### config.mk
export PLATFORM = sky130hd
export DESIGN_NAME = spbc_top
export DESIGN_NICKNAME = d
export VERILOG_FILES = /design/src/hdl/spbc_bit_divider.v /design/src/hdl/spbc_rate_mult.v /design/src/hdl/spbc_top.v
export VERILOG_INCLUDE_DIRS = /design/src /design/src/hdl
export SDC_FILE = /design/constraint.sdc
export NUM_CORES = 1
export LEC_CHECK = 0
export BUFFER_PORTS_ARGS = -buffer_cell sky130_fd_sc_hd__buf_2
export CORE_MARGIN = 2
export CORE_UTILIZATION = 40
export DETAILED_ROUTE_END_ITERATION = 10
export GPL_ROUTABILITY_DRIVEN = 0
export SYNTH_ARGS = -nofsm -noshare
export SYNTH_HDL_FRONTEND = slang
export SYNTH_SLANG_ARGS = --single-unit
export TNS_END_PERCENT = 20
### constraint.sdc
create_clock -name clk_i -period 4.95 [get_ports clk_i]
set_clock_uncertainty 0.2 [all_clocks]
set_input_delay 0.495 -clock clk_i [delete_from_list [all_inputs] [get_ports clk_i]]
set_output_delay 0.495 -clock clk_i [all_outputs]
set_load 0.02 [all_outputs]
### src/hdl/spbc_regs.vh
// spbc_regs.vh - register map, field positions and constants of the serial port clock block
`ifndef SPBC_REGS_VH
`define SPBC_REGS_VH

// ----------------------------------------------------------------------------
// register word offsets (byte addresses)
// ----------------------------------------------------------------------------
`define SPBC_AUDIO_CONTROL_A     8'h00
`define SPBC_AUDIO_CONTROL_C     8'h04
`define SPBC_BASEBAND_CONTROL_A  8'h08
`define SPBC_BASEBAND_CONTROL_C  8'h0c
`define SPBC_AUDIO_GPIO_OUT      8'h10
`define SPBC_BASEBAND_GPIO_OUT   8'h14
`define SPBC_STATUS              8'h18

// ----------------------------------------------------------------------------
// control a fields
// ----------------------------------------------------------------------------
`define SPBC_CA_PM_LSB    0
`define SPBC_CA_PM_MSB    7
`define SPBC_CA_PSR       8
`define SPBC_CA_WL_LSB    9
`define SPBC_CA_WL_MSB    10
`define SPBC_CA_DC_LSB    11
`define SPBC_CA_DC_MSB    15
`define SPBC_CA_WIDTH     16

// ----------------------------------------------------------------------------
// control c fields
// ----------------------------------------------------------------------------
`define SPBC_CC_SCD_LSB   0
`define SPBC_CC_SCD_MSB   2
`define SPBC_CC_CLOCK_PIN_DIRECTION      3
`define SPBC_CC_SYN       4
`define SPBC_CC_CKP       5
`define SPBC_CC_MUL       6
`define SPBC_CC_MOD       7
`define SPBC_CC_WIDTH     8

// ----------------------------------------------------------------------------
// gpio out register: low 6 = value, next 6 = pin enable as gpio output
// pin order: 0 ctrl0, 1 ctrl1, 2 ctrl2, 3 clock, 4 rx data, 5 tx data
// ----------------------------------------------------------------------------
`define SPBC_GP_WIDTH     12
`define SPBC_PINS         6

// ----------------------------------------------------------------------------
// reset values and constants
// ----------------------------------------------------------------------------
`define SPBC_CA_RESET     16'h0000
`define SPBC_CC_RESET     8'h00
`define SPBC_GP_RESET     12'h000
`define SPBC_WL_8         2'h0
`define SPBC_WL_12        2'h1
`define SPBC_WL_16        2'h2
`define SPBC_PRESCALE     4'h8
`define SPBC_MUL_NUM      10'h200
`define SPBC_MUL_DEN      10'h20d

`endif

### src/hdl/spbc_bit_divider.v
// spbc_bit_divider.v - internal bit clock divider with prescaler and modulus
`timescale 1ns/1ps
`default_nettype none
`include "spbc_regs.vh"

module spbc_bit_divider (
   input  wire       clk_i,
   input  wire       rst_i,
   input  wire       src_tick_i,
   input  wire       psr_i,
   input  wire [7:0] pm_i,
   output reg        bclk_o,
   output reg        rise_o,
   output reg        fall_o
);

   reg [2:0] pre;
   reg [7:0] cnt;
   wire      pre_done = psr_i | (pre == `SPBC_PRESCALE - 4'h1);

   // ------------------------------------------------------------------------
   // source / 2 / prescale / (pm+1): one toggle per prescaled pm+1 ticks
   // ------------------------------------------------------------------------
   always @(posedge clk_i) begin
      if (rst_i) begin
         pre    <= 3'h0;
         cnt    <= 8'h00;
         bclk_o <= 1'b0;
         rise_o <= 1'b0;
         fall_o <= 1'b0;
      end else begin
         rise_o <= 1'b0;
         fall_o <= 1'b0;
         if (src_tick_i) begin
            pre <= pre_done ? 3'h0 : pre + 3'h1;
            if (pre_done) begin
               if (cnt >= pm_i) begin
                  cnt    <= 8'h00;
                  bclk_o <= ~bclk_o;
                  rise_o <= ~bclk_o;
                  fall_o <= bclk_o;
               end else begin
                  cnt <= cnt + 8'h01;
               end
            end
         end
      end
   end

endmodule // spbc_bit_divider

`default_nettype wire

### src/hdl/spbc_rate_mult.v
// spbc_rate_mult.v - fractional rate multiplier giving 512 pulses per 525 clocks
`timescale 1ns/1ps
`default_nettype none
`include "spbc_regs.vh"

module spbc_rate_mult (
   input  wire clk_i,
   input  wire rst_i,
   output reg  tick_o
);

   reg  [9:0] acc;
   wire [10:0] sum = {1'b0, acc} + {1'b0, `SPBC_MUL_NUM};

   // ------------------------------------------------------------------------
   // accumulator
   // ------------------------------------------------------------------------
   // the enable stream is jittery by one cycle; good enough for codec clocks
   always @(posedge clk_i) begin
      if (rst_i) begin
         acc    <= 10'h000;
         tick_o <= 1'b0;
      end else if (sum >= {1'b0, `SPBC_MUL_DEN}) begin
         acc    <= sum[9:0] - `SPBC_MUL_DEN;
         tick_o <= 1'b1;
      end else begin
         acc    <= sum[9:0];
         tick_o <= 1'b0;
      end
   end

endmodule // spbc_rate_mult

`default_nettype wire

### src/hdl/spbc_top.v
// spbc_top.v - clock and pin control for the audio and baseband serial ports
//
// The register addresses and the Wishbone slave port are this design's own decisions.
`timescale 1ns/1ps
`default_nettype none
`include "spbc_regs.vh"

// How it works
// transmit and receive run apart or share one clock and frame sync
// async: ctrl0 rx clock, ctrl1 rx sync, ctrl2 tx sync, clock pin tx
// sync: ctrl0/1 are flags, ctrl2 shared frame sync, clock pin shared
// three-bit ctrl direction field plus clock pin direction bit set pins
// pins unused by the serial function can be gpio in or out
// clock pin is input for external clock, output for internal
// baseband uses system clock; audio picks system or multiplier clock
// async: clock dir 1 internal tx clock, ctrl0 dir 1 internal rx
// sync: ctrl0 dir ignored; clock dir selects both clocks
// external bit clock at most a third of the system clock
// bit clock = source / (2 * (8 or 1) * (modulus + 1))
// software never sets bypass with modulus zero
// polarity clear: drive on tx rising, sample on rx falling
// polarity set: drive on tx falling, sample on rx falling
// audio multiplier scales system clock by 512/525
// software picks multiplier, bypass and modulus 3 for codec rate
// word length programmable to 8, 12 or 16 bits
// one slot per frame or up to 32 slots per frame
// external clocks and syncs are synchronised with edge detection
module spbc_top #(
   parameter AW = 8
) (
   input  wire          clk_i,
   input  wire          rst_i,
   input  wire          cyc_i,
   input  wire          stb_i,
   input  wire          we_i,
   input  wire [AW-1:0] adr_i,
   input  wire [3:0]    sel_i,
   input  wire [31:0]   dat_i,
   output reg  [31:0]   dat_o,
   output reg           ack_o,
   input  wire [5:0]    audio_pins_i,
   output reg  [5:0]    audio_pins_o,
   output reg  [5:0]    audio_pins_oe_n_o,
   input  wire [5:0]    baseband_pins_i,
   output reg  [5:0]    baseband_pins_o,
   output reg  [5:0]    baseband_pins_oe_n_o,
   output reg  [1:0]    tx_drive_o,
   output reg  [1:0]    rx_sample_o,
   output reg  [1:0]    tx_sync_edge_o,
   output reg  [1:0]    rx_sync_edge_o,
   output reg  [9:0]    frame_bits_o
);

   // ------------------------------------------------------------------------
   // registers
   // ------------------------------------------------------------------------
   reg [`SPBC_CA_WIDTH-1:0] audio_control_a;
   reg [`SPBC_CC_WIDTH-1:0] audio_control_c;
   reg [`SPBC_CA_WIDTH-1:0] baseband_control_a;
   reg [`SPBC_CC_WIDTH-1:0] baseband_control_c;
   reg [`SPBC_GP_WIDTH-1:0] audio_gpio;
   reg [`SPBC_GP_WIDTH-1:0] baseband_gpio;

   // pin synchronisers, first stage read only by the second
   reg [5:0] a_s1;
   reg [5:0] a_s2;
   reg [5:0] a_s3;
   reg [5:0] b_s1;
   reg [5:0] b_s2;
   reg [5:0] b_s3;

   wire mul_tick;
   wire a_bclk;
   wire a_rise;
   wire a_fall;
   wire b_bclk;
   wire b_rise;
   wire b_fall;

   // word length code to bits
   function [4:0] spbc_wl_bits;
      input [1:0] code;
      begin
         case (code)
            `SPBC_WL_12: spbc_wl_bits = 5'd12;
            `SPBC_WL_16: spbc_wl_bits = 5'd16;
            default:     spbc_wl_bits = 5'd8;
         endcase
      end
   endfunction

   // drive edge from polarity: clear -> rising, set -> falling
   function spbc_drive_edge;
      input clock_edge_polarity;
      input rise;
      input fall;
      begin
         spbc_drive_edge = clock_edge_polarity ? fall : rise;
      end
   endfunction

   // ------------------------------------------------------------------------
   // clock sources
   // ------------------------------------------------------------------------
   // multiplier tick
   spbc_rate_mult u_mult (
      .clk_i  (clk_i),
      .rst_i  (rst_i),
      .tick_o (mul_tick)
   );

   // audio picks multiplier or system clock, baseband system only
   // divider per port
   spbc_bit_divider u_adiv (
      .clk_i      (clk_i),
      .rst_i      (rst_i),
      .src_tick_i (audio_control_c[`SPBC_CC_MUL] ? mul_tick : 1'b1),
      .psr_i      (audio_control_a[`SPBC_CA_PSR]),
      .pm_i       (audio_control_a[`SPBC_CA_PM_MSB:`SPBC_CA_PM_LSB]),
      .bclk_o     (a_bclk),
      .rise_o     (a_rise),
      .fall_o     (a_fall)
   );

   spbc_bit_divider u_bdiv (
      .clk_i      (clk_i),
      .rst_i      (rst_i),
      .src_tick_i (1'b1),
      .psr_i      (baseband_control_a[`SPBC_CA_PSR]),
      .pm_i       (baseband_control_a[`SPBC_CA_PM_MSB:`SPBC_CA_PM_LSB]),
      .bclk_o     (b_bclk),
      .rise_o     (b_rise),
      .fall_o     (b_fall)
   );

   // ------------------------------------------------------------------------
   // synchronisers
   // ------------------------------------------------------------------------
   // two-flop sync then a history flop for edges
   always @(posedge clk_i) begin
      if (rst_i) begin
         a_s1 <= 6'h00;
         a_s2 <= 6'h00;
         a_s3 <= 6'h00;
         b_s1 <= 6'h00;
         b_s2 <= 6'h00;
         b_s3 <= 6'h00;
      end else begin
         a_s1 <= audio_pins_i;
         a_s2 <= a_s1;
         a_s3 <= a_s2;
         b_s1 <= baseband_pins_i;
         b_s2 <= b_s1;
         b_s3 <= b_s2;
      end
   end

   // ------------------------------------------------------------------------
   // per-port clock routing
   // ------------------------------------------------------------------------
   reg [5:0] next_a_out;
   reg [5:0] next_a_oen;
   reg [5:0] next_b_out;
   reg [5:0] next_b_oen;
   reg [1:0] next_txd;
   reg [1:0] next_rxs;
   reg [1:0] next_tfs;
   reg [1:0] next_rfs;

   // one port worth of routing, called twice
   task spbc_route;
      input  [`SPBC_CC_WIDTH-1:0] cc;
      input  [`SPBC_GP_WIDTH-1:0] gp;
      input                       bclk;
      input                       irise;
      input                       ifall;
      input  [5:0]                cur;
      input  [5:0]                prv;
      output [5:0]                pout;
      output [5:0]                poen;
      output                      txd;
      output                      rxs;
      output                      tfs;
      output                      rfs;
      reg                         syn;
      reg                         tx_int;
      reg                         rx_int;
      reg                         tx_r;
      reg                         tx_f;
      reg                         rx_f;
      reg [5:0]                   used;
      begin
         syn = cc[`SPBC_CC_SYN];
         // async: clock dir and ctrl0 dir select per clock
         // sync: ctrl0 dir ignored, clock dir selects both
         tx_int = cc[`SPBC_CC_CLOCK_PIN_DIRECTION];
         rx_int = syn ? cc[`SPBC_CC_CLOCK_PIN_DIRECTION] : cc[`SPBC_CC_SCD_LSB];
         // internal clocks drive pins, external come in
         // rx clock is its own pin in async, shared in sync
         tx_r = tx_int ? irise : (cur[3] & ~prv[3]);
         tx_f = tx_int ? ifall : (~cur[3] & prv[3]);
         if (syn) begin
            // shared clock on clock pin
            rx_f = tx_f;
         end else begin
            // receive clock on ctrl0
            rx_f = rx_int ? ifall : (~cur[0] & prv[0]);
         end
         // drive edge from polarity, sample on falling
         txd = spbc_drive_edge(cc[`SPBC_CC_CKP], tx_r, tx_f);
         rxs = rx_f;
         // frame syncs: ctrl2 tx, ctrl1 rx async; ctrl2 both sync
         tfs = cur[2] & ~prv[2];
         rfs = syn ? (cur[2] & ~prv[2]) : (cur[1] & ~prv[1]);
         // direction: oe_n low when driving
         pout = gp[5:0];
         // no data shifting here, so the data pins stay plain gpio
         poen = ~gp[11:6];
         used = {2'b11, 1'b1, 1'b1, ~syn, ~syn | rx_int};
         used[0] = ~syn;
         // unused pins fall back to gpio
         pout[3] = tx_int ? bclk : gp[3];
         poen[3] = tx_int ? 1'b0 : ~(gp[9] & ~used[3]);
         if (!syn && rx_int) begin
            pout[0] = bclk;
            poen[0] = 1'b0;
         end else if (!syn) begin
            poen[0] = 1'b1;
         end else begin
            poen[0] = ~cc[`SPBC_CC_SCD_LSB];
         end
         // rx sync or serial flag: both follow the ctrl direction bit
         poen[1] = ~cc[`SPBC_CC_SCD_LSB + 1];
         poen[2] = ~cc[`SPBC_CC_SCD_MSB];
      end
   endtask

   always @* begin
      spbc_route(audio_control_c, audio_gpio, a_bclk, a_rise, a_fall,
                 a_s2, a_s3, next_a_out, next_a_oen,
                 next_txd[0], next_rxs[0], next_tfs[0], next_rfs[0]);
      spbc_route(baseband_control_c, baseband_gpio, b_bclk, b_rise,
                 b_fall, b_s2, b_s3, next_b_out, next_b_oen,
                 next_txd[1], next_rxs[1], next_tfs[1], next_rfs[1]);
   end

   // ------------------------------------------------------------------------
   // frame length in bits for the shift logic
   // ------------------------------------------------------------------------
   // word length times (slots)
   wire [4:0] a_wl = spbc_wl_bits(audio_control_a[`SPBC_CA_WL_MSB:
                                                  `SPBC_CA_WL_LSB]);
   wire [5:0] a_dc = {1'b0, audio_control_a[`SPBC_CA_DC_MSB:
                                             `SPBC_CA_DC_LSB]} + 6'h01;
   wire [10:0] a_fb = a_wl * a_dc;

   // ------------------------------------------------------------------------
   // outputs
   // ------------------------------------------------------------------------
   always @(posedge clk_i) begin
      if (rst_i) begin
         audio_pins_o         <= 6'h00;
         audio_pins_oe_n_o    <= 6'h3f;
         baseband_pins_o      <= 6'h00;
         baseband_pins_oe_n_o <= 6'h3f;
         tx_drive_o           <= 2'h0;
         rx_sample_o          <= 2'h0;
         tx_sync_edge_o       <= 2'h0;
         rx_sync_edge_o       <= 2'h0;
         frame_bits_o         <= 10'h000;
      end else begin
         audio_pins_o         <= next_a_out;
         audio_pins_oe_n_o    <= next_a_oen;
         baseband_pins_o      <= next_b_out;
         baseband_pins_oe_n_o <= next_b_oen;
         tx_drive_o           <= next_txd;
         rx_sample_o          <= next_rxs;
         tx_sync_edge_o       <= next_tfs;
         rx_sync_edge_o       <= next_rfs;
         frame_bits_o         <= a_fb[9:0];
      end
   end

   // ------------------------------------------------------------------------
   // wishbone slave: one wait state, ack dropped the cycle after
   // ------------------------------------------------------------------------
   wire req = cyc_i & stb_i & ~ack_o;
   wire [7:0] off = adr_i[7:0];

   always @(posedge clk_i) begin
      if (rst_i) begin
         ack_o              <= 1'b0;
         dat_o              <= 32'h0000_0000;
         audio_control_a    <= `SPBC_CA_RESET;
         audio_control_c    <= `SPBC_CC_RESET;
         baseband_control_a <= `SPBC_CA_RESET;
         baseband_control_c <= `SPBC_CC_RESET;
         audio_gpio         <= `SPBC_GP_RESET;
         baseband_gpio      <= `SPBC_GP_RESET;
      end else begin
         ack_o <= req;
         if (req && we_i) begin
            case (off)
               `SPBC_AUDIO_CONTROL_A:
                  audio_control_a <= dat_i[15:0];
               `SPBC_AUDIO_CONTROL_C:
                  audio_control_c <= dat_i[7:0];
               `SPBC_BASEBAND_CONTROL_A:
                  baseband_control_a <= dat_i[15:0];
               `SPBC_BASEBAND_CONTROL_C:
                  baseband_control_c <= dat_i[7:0];
               `SPBC_AUDIO_GPIO_OUT:
                  audio_gpio <= dat_i[11:0];
               `SPBC_BASEBAND_GPIO_OUT:
                  baseband_gpio <= dat_i[11:0];
               default: ;
            endcase
         end
         if (req) begin
            case (off)
               `SPBC_AUDIO_CONTROL_A:
                  dat_o <= {16'h0000, audio_control_a};
               `SPBC_AUDIO_CONTROL_C:
                  dat_o <= {24'h000000, audio_control_c};
               `SPBC_BASEBAND_CONTROL_A:
                  dat_o <= {16'h0000, baseband_control_a};
               `SPBC_BASEBAND_CONTROL_C:
                  dat_o <= {24'h000000, baseband_control_c};
               `SPBC_AUDIO_GPIO_OUT:
                  dat_o <= {20'h00000, audio_gpio};
               `SPBC_BASEBAND_GPIO_OUT:
                  dat_o <= {20'h00000, baseband_gpio};
               // live pin levels and internal clocks
               `SPBC_STATUS:
                  dat_o <= {16'h0000, 2'h0, b_bclk, a_bclk,
                            b_s2, a_s2[5:0]};
               default:
                  dat_o <= 32'h0000_0000;
            endcase
         end
      end
   end

endmodule // spbc_top

`default_nettype wire

==> run_results.csv, run 1 <==
group,metric,value,unit
outcome,status,"completed",
worst_hold_path,hp-class,"in2reg",
synthesis,syn_area,8693,um^2
grt,grt_pass1_vias,6239,
flow_run,maxCapViolCount,0,
clock_network,cts_resized,0,
grt,grt_overflow,0,
grt,grtUsageTotal,18.81,%
drt,drc,0,
timing,worst_pin_slew,1.131,ns
drt,drt_first_iter_violations,376,
critical_path,r2r_start,"audio_control_a[11]",
pwr,pwr-share-clk,40.3,%
cells_and_area,nets,1103,
pwr,switching_share,26.07,%
place,port_buffers,97,
clock_network,cts-root-buf,"clkbuf_16",
worst_hold_path,holdCritStartpoint,"baseband_pins_i[2]",
drt,wirelength,20770,um
critical_path,r2r-end,"frame_bits_o[9]",
grt,grt_max_degree,55,
drt,wl_per_cell,16.15,um
pwr,ir_drop,0.0002004,V
clock_network,clock_latency,0.44,ns
pwr,p_comb_share,9.2,%
drt,antenna_left,0,
critical_path,cpPeakStageDelay,0.48,ns
timing,rsz0062_at_grt,"no",
grt,grt_pass1_wl,32970,um
synthesis,async_reset_ff_share,0,%
timing,fmax,0.2906,GHz
timing,max_slew_margin,24.36,%
drt,dr_total_vias,6569,
cells_and_area,fillers,2050,
clock_network,holdBufCountCts,0,
critical_path,crit_chain,"ha_1 > nand3_1 > xor2_1 > nor2_1 > fa_1 > ha_1 > ha_1 > ha_1 > a21o_1 > a21oi_1 > xnor3_1 > nor2_1",
floorplanning,io_pins,136,
drt,vias_per_cell,5.108,
synthesis,yosys_warnings,0,
pwr,p_leak,4.124,nW
worst_hold_path,hold_end,"b_s1[2]",
pwr,seqPwrFrac,50.5,%
timing,finalHoldViolations,0,
floorplanning,core_region_area,21150,um^2
floorplanning,rows,53,
synthesis,netlist_instances,919,
synthesis,seq_area_frac_synth,46.06,%
critical_path,cp.arrival,3.62,ns
cells_and_area,area_growth,13.85,%
critical_path,slowest_stage,"fa_1",
worst_hold_path,hold_depth,2,
pwr,power.internal,2.508,mW
floorplanning,die-width,151.4,um
clock_network,h-tree-depth,4,
timing,setup_viol,0,
pwr,power_density,342.8,nW/um^2
place,dpl.hpwl,14850,um
clock_network,cts_tree,"yes",
synthesis,ys_types,61,
critical_path,required,5.13,ns
clock_network,clk_pin_slew,0.08,ns
critical_path,start_kind,"flop",
synthesis,syn_avg_cell_area,9.460,um^2
drt,dr.pass1.iters,5,
clock_network,postCtsSetupRepairBufs,0,
timing,whs,0.05812,ns
critical_path,cp-end-kind,"flop",
floorplanning,dieArea,22930,um^2
timing,slew_violations,0,
floorplanning,dieHeight,151.4,um
clock_network,cts_buffer_depth,2,
cells_and_area,final-seq-area,4004,um^2
synthesis,synth-edff-count,0,
cells_and_area,multi_input_area,4339,um^2
critical_path,crit_fanout,8,
grt,antenna_found_initial,0,
pwr,p_switching,0.8844,mW
critical_path,timing.reg2reg.setup_slack,1.51,ns
timing,fin_crit,3.441,ns
critical_path,reg2reg_depth,12,
critical_path,path_common_cell,"ha_1",
floorplanning,start_util,41.10,%
critical_path,critPathKind,"reg2reg",
cells_and_area,drive_gt1_share,15.23,%
clock_network,cts_made_buffers,17,
synthesis,ys_ff_latch,200,
timing,finalSetupTns,0,ns
clock_network,cts_num_sinks,200,
timing,fin_crit_sh,69.52,%
synthesis,ys_dominant_reg_cell,"dfxtp_1",
cells_and_area,antenna-diode-count,0,
kinds of logic (layout without fill, tap and decap cells):
family / count (synthesis) / count (layout) / share of synthesized area, %
xor gates and xnor gates: 19 / 19 / 2.073
and+or+nand+nor: 350 / 350 / 20.03
DFF: 200 / 200 / 46.06
buffers and inverters: 86 / 161 / 4.764
adders and majority gates: 44 / 44 / 6.765
AOI/OAI and AO/OA: 121 / 121 / 8.895
muxes: 98 / 98 / 11.37
other: 1 / 18 / 0.04314
Yosys cell counts, types with 3 or more instances:
library cell	count	area share (%)
nand4b_1	3	0.30
nor2_1	104	4.5
nand2b_1	10	0.72
xor2_1	10	1.0
buf_1	6	0.26
nand4_1	5	0.36
nor3b_1	4	0.35
clkbuf_1	24	1.0
or2_2	3	0.22
a221oi_1	6	0.60
fa_1	5	1.2
mux2_2	6	0.78
a21oi_1	34	2.0
nand2_1	83	3.6
nor2b_1	54	3.9
a31oi_1	3	0.22
a22oi_1	13	1.1
ha_1	39	5.6
buf_4	19	1.6
dfxtp_1	200	46
and2_1	6	0.43
nand3b_1	5	0.43
inv_1	26	1.1
xnor2_1	8	0.81
mux2i_1	92	11
buf_2	10	0.58
nand3_1	28	1.6
and3_1	7	0.50
o22ai_1	10	0.72
a211oi_1	9	0.78
o21ai_0	27	1.6
or3_1	8	0.58
nor3_1	15	0.86
state kept, by name, summed over array words and instances, names as in the netlist, 8 cells and up:
register / cells
audio_control_a: 16
baseband_control_a: 16
dat_o: 16
audio_gpio: 12
baseband_gpio: 12
u_mult.acc: 10
audio_control_c: 8
baseband_control_c: 8
frame_bits_o: 8
u_adiv.cnt: 8
u_bdiv.cnt: 8
cell type report:
class                      instances  share of cell area [%]
clock inverter                    14                   1.416
tap                              275                   3.477
inverter                          26                  0.9861
timing repair buffer             103                   5.386
clock buffer                      18                   4.437
multi-input combinational        650                   43.84
sequential                       200                   40.46
layer usage:
layer / vias up / part of all wire (%) / wire length (um) / track usage (%)
met4: 0 / 1.3 / 274 / 5.000
li1: 3292 / - / - / -
met3: 21 / 5.2 / 1074 / 3.916
met1: 3091 / 47 / 9777 / 25.30
met5: - / 0 / 0 / 0
met2: 165 / 46 / 9641 / 30.70
critical path: cells and delay by family (launching register included):
| family | cells | cell delay (ns) |
|---|---|---|
| xor+xnor | 2 | 0.45 |
| simple gates | 3 | 0.26 |
| flops | 1 | 0.47 |
| compound gates | 2 | 0.33 |
| fa+ha+maj | 5 | 1.66 |
worst max-delay path by stage:
stage,startpoint,end,slack (ns),cells past startpoint
after global placement,audio_control_a[11],frame_bits_o[9],1.51,12
final,audio_control_a[11],frame_bits_o[9],1.51,12
after global routing,audio_control_a[11],frame_bits_o[9],1.18,12
after detailed placement,audio_control_a[11],frame_bits_o[9],1.50,12
after CTS,audio_control_a[11],frame_bits_o[9],1.47,12
after floorplan,audio_control_a[11],frame_bits_o[9],1.78,12
power groups by stage:
stage | logic [mW] | registers [mW] | clock network, mW
after global placement | 0.306 | 1.75 | 0
final | 0.312 | 1.71 | 1.37
after CTS | 0.314 | 1.71 | 1.40
after global routing | 0.356 | 1.72 | 1.46
after detailed placement | 0.310 | 1.75 | 0
after floorplan | 0.242 | 1.74 | 0
per-stage QoR:
step / utilization, % / instance area, um^2 / power (mW) / setup WS, ns / cells
global placement: 44.05 / 9318 / 2.054 / 1.512 / 1254
floorplan: - / 8757 / 1.979 / 1.782 / 936
CTS: 46.79 / 9897 / 3.429 / 1.471 / 1286
detailed placement: 44.05 / 9318 / 2.060 / 1.497 / 1254
finish: 46.79 / 9897 / 3.392 / 1.509 / 1286
global route: 46.79 / 9897 / 3.540 / 1.181 / 1286
layout by cell type (no fill, tap or decap), types with 4 or more instances in the layout:
cell type and count:
nor2_1 104, buf_2 96, nand3b_1 5, o22ai_1 10, a221oi_1 6, clkbuf_16 17
or3_1 8, nand4_1 5, a22oi_1 13, ha_1 39, buf_4 7, xor2_1 10
mux2_2 6, fa_1 5, nand2_1 83, nor2b_1 54, nor3b_1 4, nand2b_1 10
a211oi_1 9, nor3_1 15, xnor2_1 8, dfxtp_1 200, inv_1 26, a21oi_1 34
nand3_1 28, and2_1 6, mux2i_1 92, o21ai_0 27, conb_1 18, and3_1 7
(Power assumes the default switching activity.)
==> run 2, diff against run 1 <==
clock period = 3.42 ns   (was 4.95 ns; I/O delays follow)
==> run_results.csv, run 2 (synthesized netlist as in run 1, its figures left out) <==
group,metric,value,unit
outcome,status,"completed",
floorplanning,dieHeight,151.4,um
timing,worst_pin_slew,0.6994,ns
floorplanning,core_region_area,21150,um^2
cells_and_area,final_common_cell,"dfxtp_1",
grt,grt_pass1_vias,6314,
cells_and_area,top_regs,"audio_control_a (16), baseband_control_a (16), dat_o (16)",
drt,drt_first_iter_violations,364,
cells_and_area,nets,1132,
clock_network,cts_tree,"yes",
clock_network,cts_made_buffers,17,
critical_path,cp-end-kind,"flop",
floorplanning,dieArea,22930,um^2
grt,antenna_found_initial,1,
grt,grtUsageTotal,19.17,%
drt,drc,0,
floorplanning,io_pins,136,
floorplanning,die-width,151.4,um
cells_and_area,area_growth,18.21,%
drt,wl_per_cell,16.21,um
clock_network,h-tree-depth,4,
pwr,power_density,501.3,nW/um^2
floorplanning,start_util,41.10,%
critical_path,crit_fanout,5,
critical_path,required,3.59,ns
place,dpl.hpwl,15190,um
cells_and_area,instances_no_fill,1315,
floorplanning,rows,53,
timing,max_slew_margin,53.37,%
place,port_buffers,97,
drt,dr_total_vias,6707,
worst_hold_path,hp-class,"in2reg",
timing,whs,0.02932,ns
cells_and_area,drive_gt1_share,16.44,%
cells_and_area,fillers,2007,
clock_network,cts_num_sinks,200,
critical_path,critPathKind,"reg2reg",
timing,finalHoldViolations,0,
clock_network,clk_pin_slew,0.07,ns
clock_network,cts-root-buf,"clkbuf_16",
flow_run,maxCapViolCount,0,
clock_network,clock_latency,0.44,ns
timing,slew_violations,0,
clock_network,cts_buffer_depth,2,
cells_and_area,final_cell_mix,"dfxtp_1 (197), nor2_1 (103), buf_2 (96), mux2i_1 (92), nand2_1 (83)",
grt,grt_max_degree,59,
pwr,ir_drop,0.0002655,V
grt,grt_overflow,0,
timing,fmax,0.3070,GHz
cells_and_area,antenna-diode-count,0,
timing,fin_crit,3.258,ns
critical_path,cp.arrival,3.43,ns
pwr,p_leak,4.306,nW
drt,vias_per_cell,5.100,
drt,antenna_left,0,
timing,fin_crit_sh,95.25,%
critical_path,start_kind,"flop",
grt,grt_pass1_wl,33470,um
timing,setup_viol,0,
drt,wirelength,21310,um
place,placed_cells,1263,
drt,dr.pass1.iters,6,
==> run 2: power breakdown <==
part | internal, mW | leakage [nW] | switching, mW | total (mW)
Clock | 1.27 | 0.320 | 0.932 | 2.20
Sequential | 2.41 | 1.62 | 0.0705 | 2.48
Combinational | 0.195 | 2.36 | 0.276 | 0.471
==> run 2: critical path, cell delays in order (launching register included) <==
cell and delay [ns]:
dfxtp_4 0.37, ha_2 0.18, nand3_1 0.11, xor2_2 0.19, nand2b_1 0.16, fa_1 0.49, inv_1 0.04, ha_1 0.28
ha_1 0.30, ha_1 0.23, a21o_1 0.20, a21oi_2 0.14, xnor3_1 0.23, nor2_1 0.09
==> run 2: per-layer routing <==
metal | global-route usage [%] | share of wire, % | vias up
met4 | 6.028 | 1.8 | 0
li1 | - | - | 3343
met3 | 4.789 | 5.9 | 24
met5 | 0 | 0 | -
met2 | 30.50 | 46 | 173
met1 | 25.58 | 46 | 3167
==> run 2: final timing paths <==
kind	start	depth (start not counted)	endpoint	slack [ns]
setup / recovery	audio_control_a[12]	13	frame_bits_o[9]	0.16
hold / removal	dat_i[0]	3	baseband_gpio[0]	0.03
setup reg to reg	audio_control_a[12]	13	frame_bits_o[9]	0.16
hold reg to reg	baseband_control_c[2]	1	baseband_pins_oe_n_o[2]	0.20
==> run 2: through the flow <==
| step | power [mW] | cell area (um^2) | util, % | setup TNS [ns] | setup WS, ns |
|---|---|---|---|---|---|
| detailed placement | 2.986 | 9398 | 44.43 | 0 | 0.07502 |
| floorplan | 2.864 | 8757 | - | 0 | 0.2524 |
| global route | 5.369 | 10280 | 48.58 | -0.0004809 | -0.0004809 |
| finish | 5.151 | 10280 | 48.58 | 0 | 0.1625 |
| CTS | 5.203 | 10250 | 48.44 | 0 | 0.05433 |
| global placement | 2.981 | 9398 | 44.43 | 0 | 0.1346 |
==> run 2: cell type report <==
class / count / area, um^2 / share of cell area (%)
multi-input combinational: 650 / 4363 / 42.46
tap: 275 / 344.1 / 3.348
inverter: 26 / 97.59 / 0.9497
clock buffer: 18 / 439.2 / 4.274
sequential: 200 / 4010 / 39.02
timing repair buffer: 132 / 813.3 / 7.914
clock inverter: 14 / 209.0 / 2.033
==> run 2: repair_timing <==
action,in CTS,in global routing
setup buffers,0,0
hold buffers,20,0
endpoints found under the hold margin,25,0
resized for setup,0,9
endpoints found under the setup margin,0,2
==> run 3, diff against run 2 <==
==> constraint.sdc (replaced) <==
create_clock -name clk_i -period 3.42 [get_ports clk_i]
set_clock_uncertainty 0.2 [all_clocks]
set_input_delay 1.026 -clock clk_i [delete_from_list [all_inputs] [get_ports clk_i]]
set_output_delay 1.026 -clock clk_i [all_outputs]
set_load 0.02 [all_outputs]
==> run_results.csv, run 3 (synthesized netlist as in run 1, its figures left out) <==
group,metric,value,unit
place,dpl.hpwl,15170,um
cells_and_area,utilization,47.41,%
pwr,power_density,481.3,nW/um^2
critical_path,cp.arrival,3.33,ns
drt,dr.pass1.iters,5,
pwr,pwr-share-clk,39.3,%
place,postPlaceCellArea,9453,um^2
worst_hold_path,hp-class,"reg2reg",
pwr,p_leak,4.210,nW
pwr,seqPwrFrac,51.3,%
floorplanning,start_util,41.10,%
worst_hold_path,holdCritStartpoint,"baseband_control_c[2]",
critical_path,path_common_cell,"ha_1",
timing,slew_violations,0,
cells_and_area,drive_gt1_share,17.28,%
critical_path,cp-end-kind,"flop",
clock_network,cts_buffer_depth,2,
grt,grt_pass1_vias,6198,
grt,grt_max_degree,58,
clock_network,clock_latency,0.44,ns
timing,fmax,0.3096,GHz
clock_network,cts-root-buf,"clkbuf_16",
place,port_buffers,97,
floorplanning,core_region_area,21150,um^2
clock_network,clk_pin_slew,0.08,ns
critical_path,critPathKind,"reg2reg",
drt,wl_per_cell,15.80,um
timing,fin_crit,3.230,ns
cells_and_area,final_cell_mix,"dfxtp_1 (197), nor2_1 (104), buf_2 (96), mux2i_1 (92), nand2_1 (83)",
drt,wirelength,20620,um
cells_and_area,area_growth,15.36,%
place,placed_cells,1272,
floorplanning,io_pins,136,
pwr,power,4.827,mW
timing,finalHoldViolations,0,
critical_path,crit_chain,"ha_2 > nand3_2 > xor2_2 > nand2b_1 > fa_1 > inv_1 > ha_1 > ha_1 > ha_1 > fa_1 > xnor2_1 > nor2_1",
pwr,ir_drop,0.0003076,V
critical_path,reg2reg_depth,12,
cells_and_area,top_regs,"audio_control_a (16), baseband_control_a (16), dat_o (16)",
grt,grtUsageTotal,18.67,%
place,place_ws,0.07224,ns
floorplanning,dieArea,22930,um^2
grt,grt_overflow,0,
critical_path,r2r-end,"frame_bits_o[8]",
cells_and_area,antenna-diode-count,0,
pwr,power.internal,3.548,mW
cells_and_area,fin_area,10030,um^2
timing,setup_viol,0,
drt,antenna_left,0,
pwr,p_switching,1.279,mW
drt,drt_first_iter_violations,448,
timing,fin_ws,0.1903,ns
cells_and_area,instances_no_fill,1305,
critical_path,cpPeakStageDelay,0.49,ns
critical_path,start_kind,"flop",
outcome,status,"completed",
floorplanning,dieHeight,151.4,um
grt,antenna_found_initial,0,
critical_path,crit_fanout,4,
timing,worst_pin_slew,0.6493,ns
worst_hold_path,hold_end,"baseband_pins_oe_n_o[2]",
floorplanning,die-width,151.4,um
timing,whs,0.1967,ns
timing,finalSetupTns,0,ns
critical_path,required,3.52,ns
clock_network,cts_num_sinks,200,
critical_path,r2r_start,"audio_control_a[12]",
critical_path,timing.reg2reg.setup_slack,0.19,ns
grt,grt_pass1_wl,32770,um
drt,dr_total_vias,6525,
cells_and_area,fillers,2077,
pwr,p_comb_share,9.4,%
drt,drc,0,
timing,max_slew_margin,56.62,%
drt,vias_per_cell,5.000,
worst_hold_path,hold_depth,1,
cells_and_area,final_common_cell,"dfxtp_1",
clock_network,cts_made_buffers,17,
timing,fin_crit_sh,94.44,%
floorplanning,rows,53,
cells_and_area,nets,1122,
flow_run,maxCapViolCount,0,
clock_network,cts_tree,"yes",
timing,rsz0062_at_grt,"no",
clock_network,h-tree-depth,4,
pwr,switching_share,26.50,%
critical_path,slowest_stage,"fa_1",
run 3: changes by cell type in the layout (fill, tap and decap cells not counted), moves of 2 or more:
cell,change
dlygate4sd3_1,-20
buf_4,+11
bufinv_16,-4
clkbuf_1,+2
run 3: worst max-delay path by stage:
stage	startpoint	to	slack (ns)	cells after the start
after floorplan	audio_control_a[11]	frame_bits_o[9]	0.25	12
after global placement	audio_control_a[12]	frame_bits_o[9]	0.11	12
after detailed placement	audio_control_a[12]	frame_bits_o[9]	0.07	12
after CTS	audio_control_a[12]	frame_bits_o[9]	0.05	12
after global routing	audio_control_a[11]	frame_bits_o[9]	0.004	13
final	audio_control_a[12]	frame_bits_o[8]	0.19	12
run 3: critical path, delay by kind of cell, from the launching register on:
family / cells / cell delay [ns]
XOR/XNOR: 2 / 0.31
adder cells (fa/ha/maj): 6 / 1.87
buffers and inverters: 1 / 0.04
flip-flops: 1 / 0.35
AND/OR/NAND/NOR: 3 / 0.32
run 3: final cells by class:
cell class	count	area, um^2	share of cell area (%)
Sequential cell	200	4008	39.96
Tap cell	275	344.1	3.431
Multi-Input combinational cell	650	4358	43.46
Clock buffer	19	432.9	4.317
Clock inverter	13	112.6	1.123
Inverter	26	97.59	0.9732
Timing Repair Buffer	122	675.6	6.737
run 3: power groups by stage:
stage          logic, mW  clock network (mW)  registers (mW)
5_1_grt            0.518                2.04            2.49
4_1_cts            0.453                1.94            2.48
6_report           0.452                1.90            2.48
3_3_place_gp       0.449                   0            2.53
3_5_place_dp       0.452                   0            2.53
2_1_floorplan      0.350                   0            2.51
run 3: routing by layer:
layer  up-vias  wire length (um)  part of all wire (%)  GRT usage [%]
li1       3323                 -                     -              -
met2       145              9214                    45          29.03
met5         -                 0                     0              0
met4         0               350                   1.7          5.701
met3        24              1027                   5.0          3.645
met1      3033             10030                    49          26.19
run 3: repair_timing:
item	4_1_cts	5_1_grt
gates resized for setup	0	7
endpoints found under the setup margin	0	2
setup buffers	0	1
hold buffers	0	0
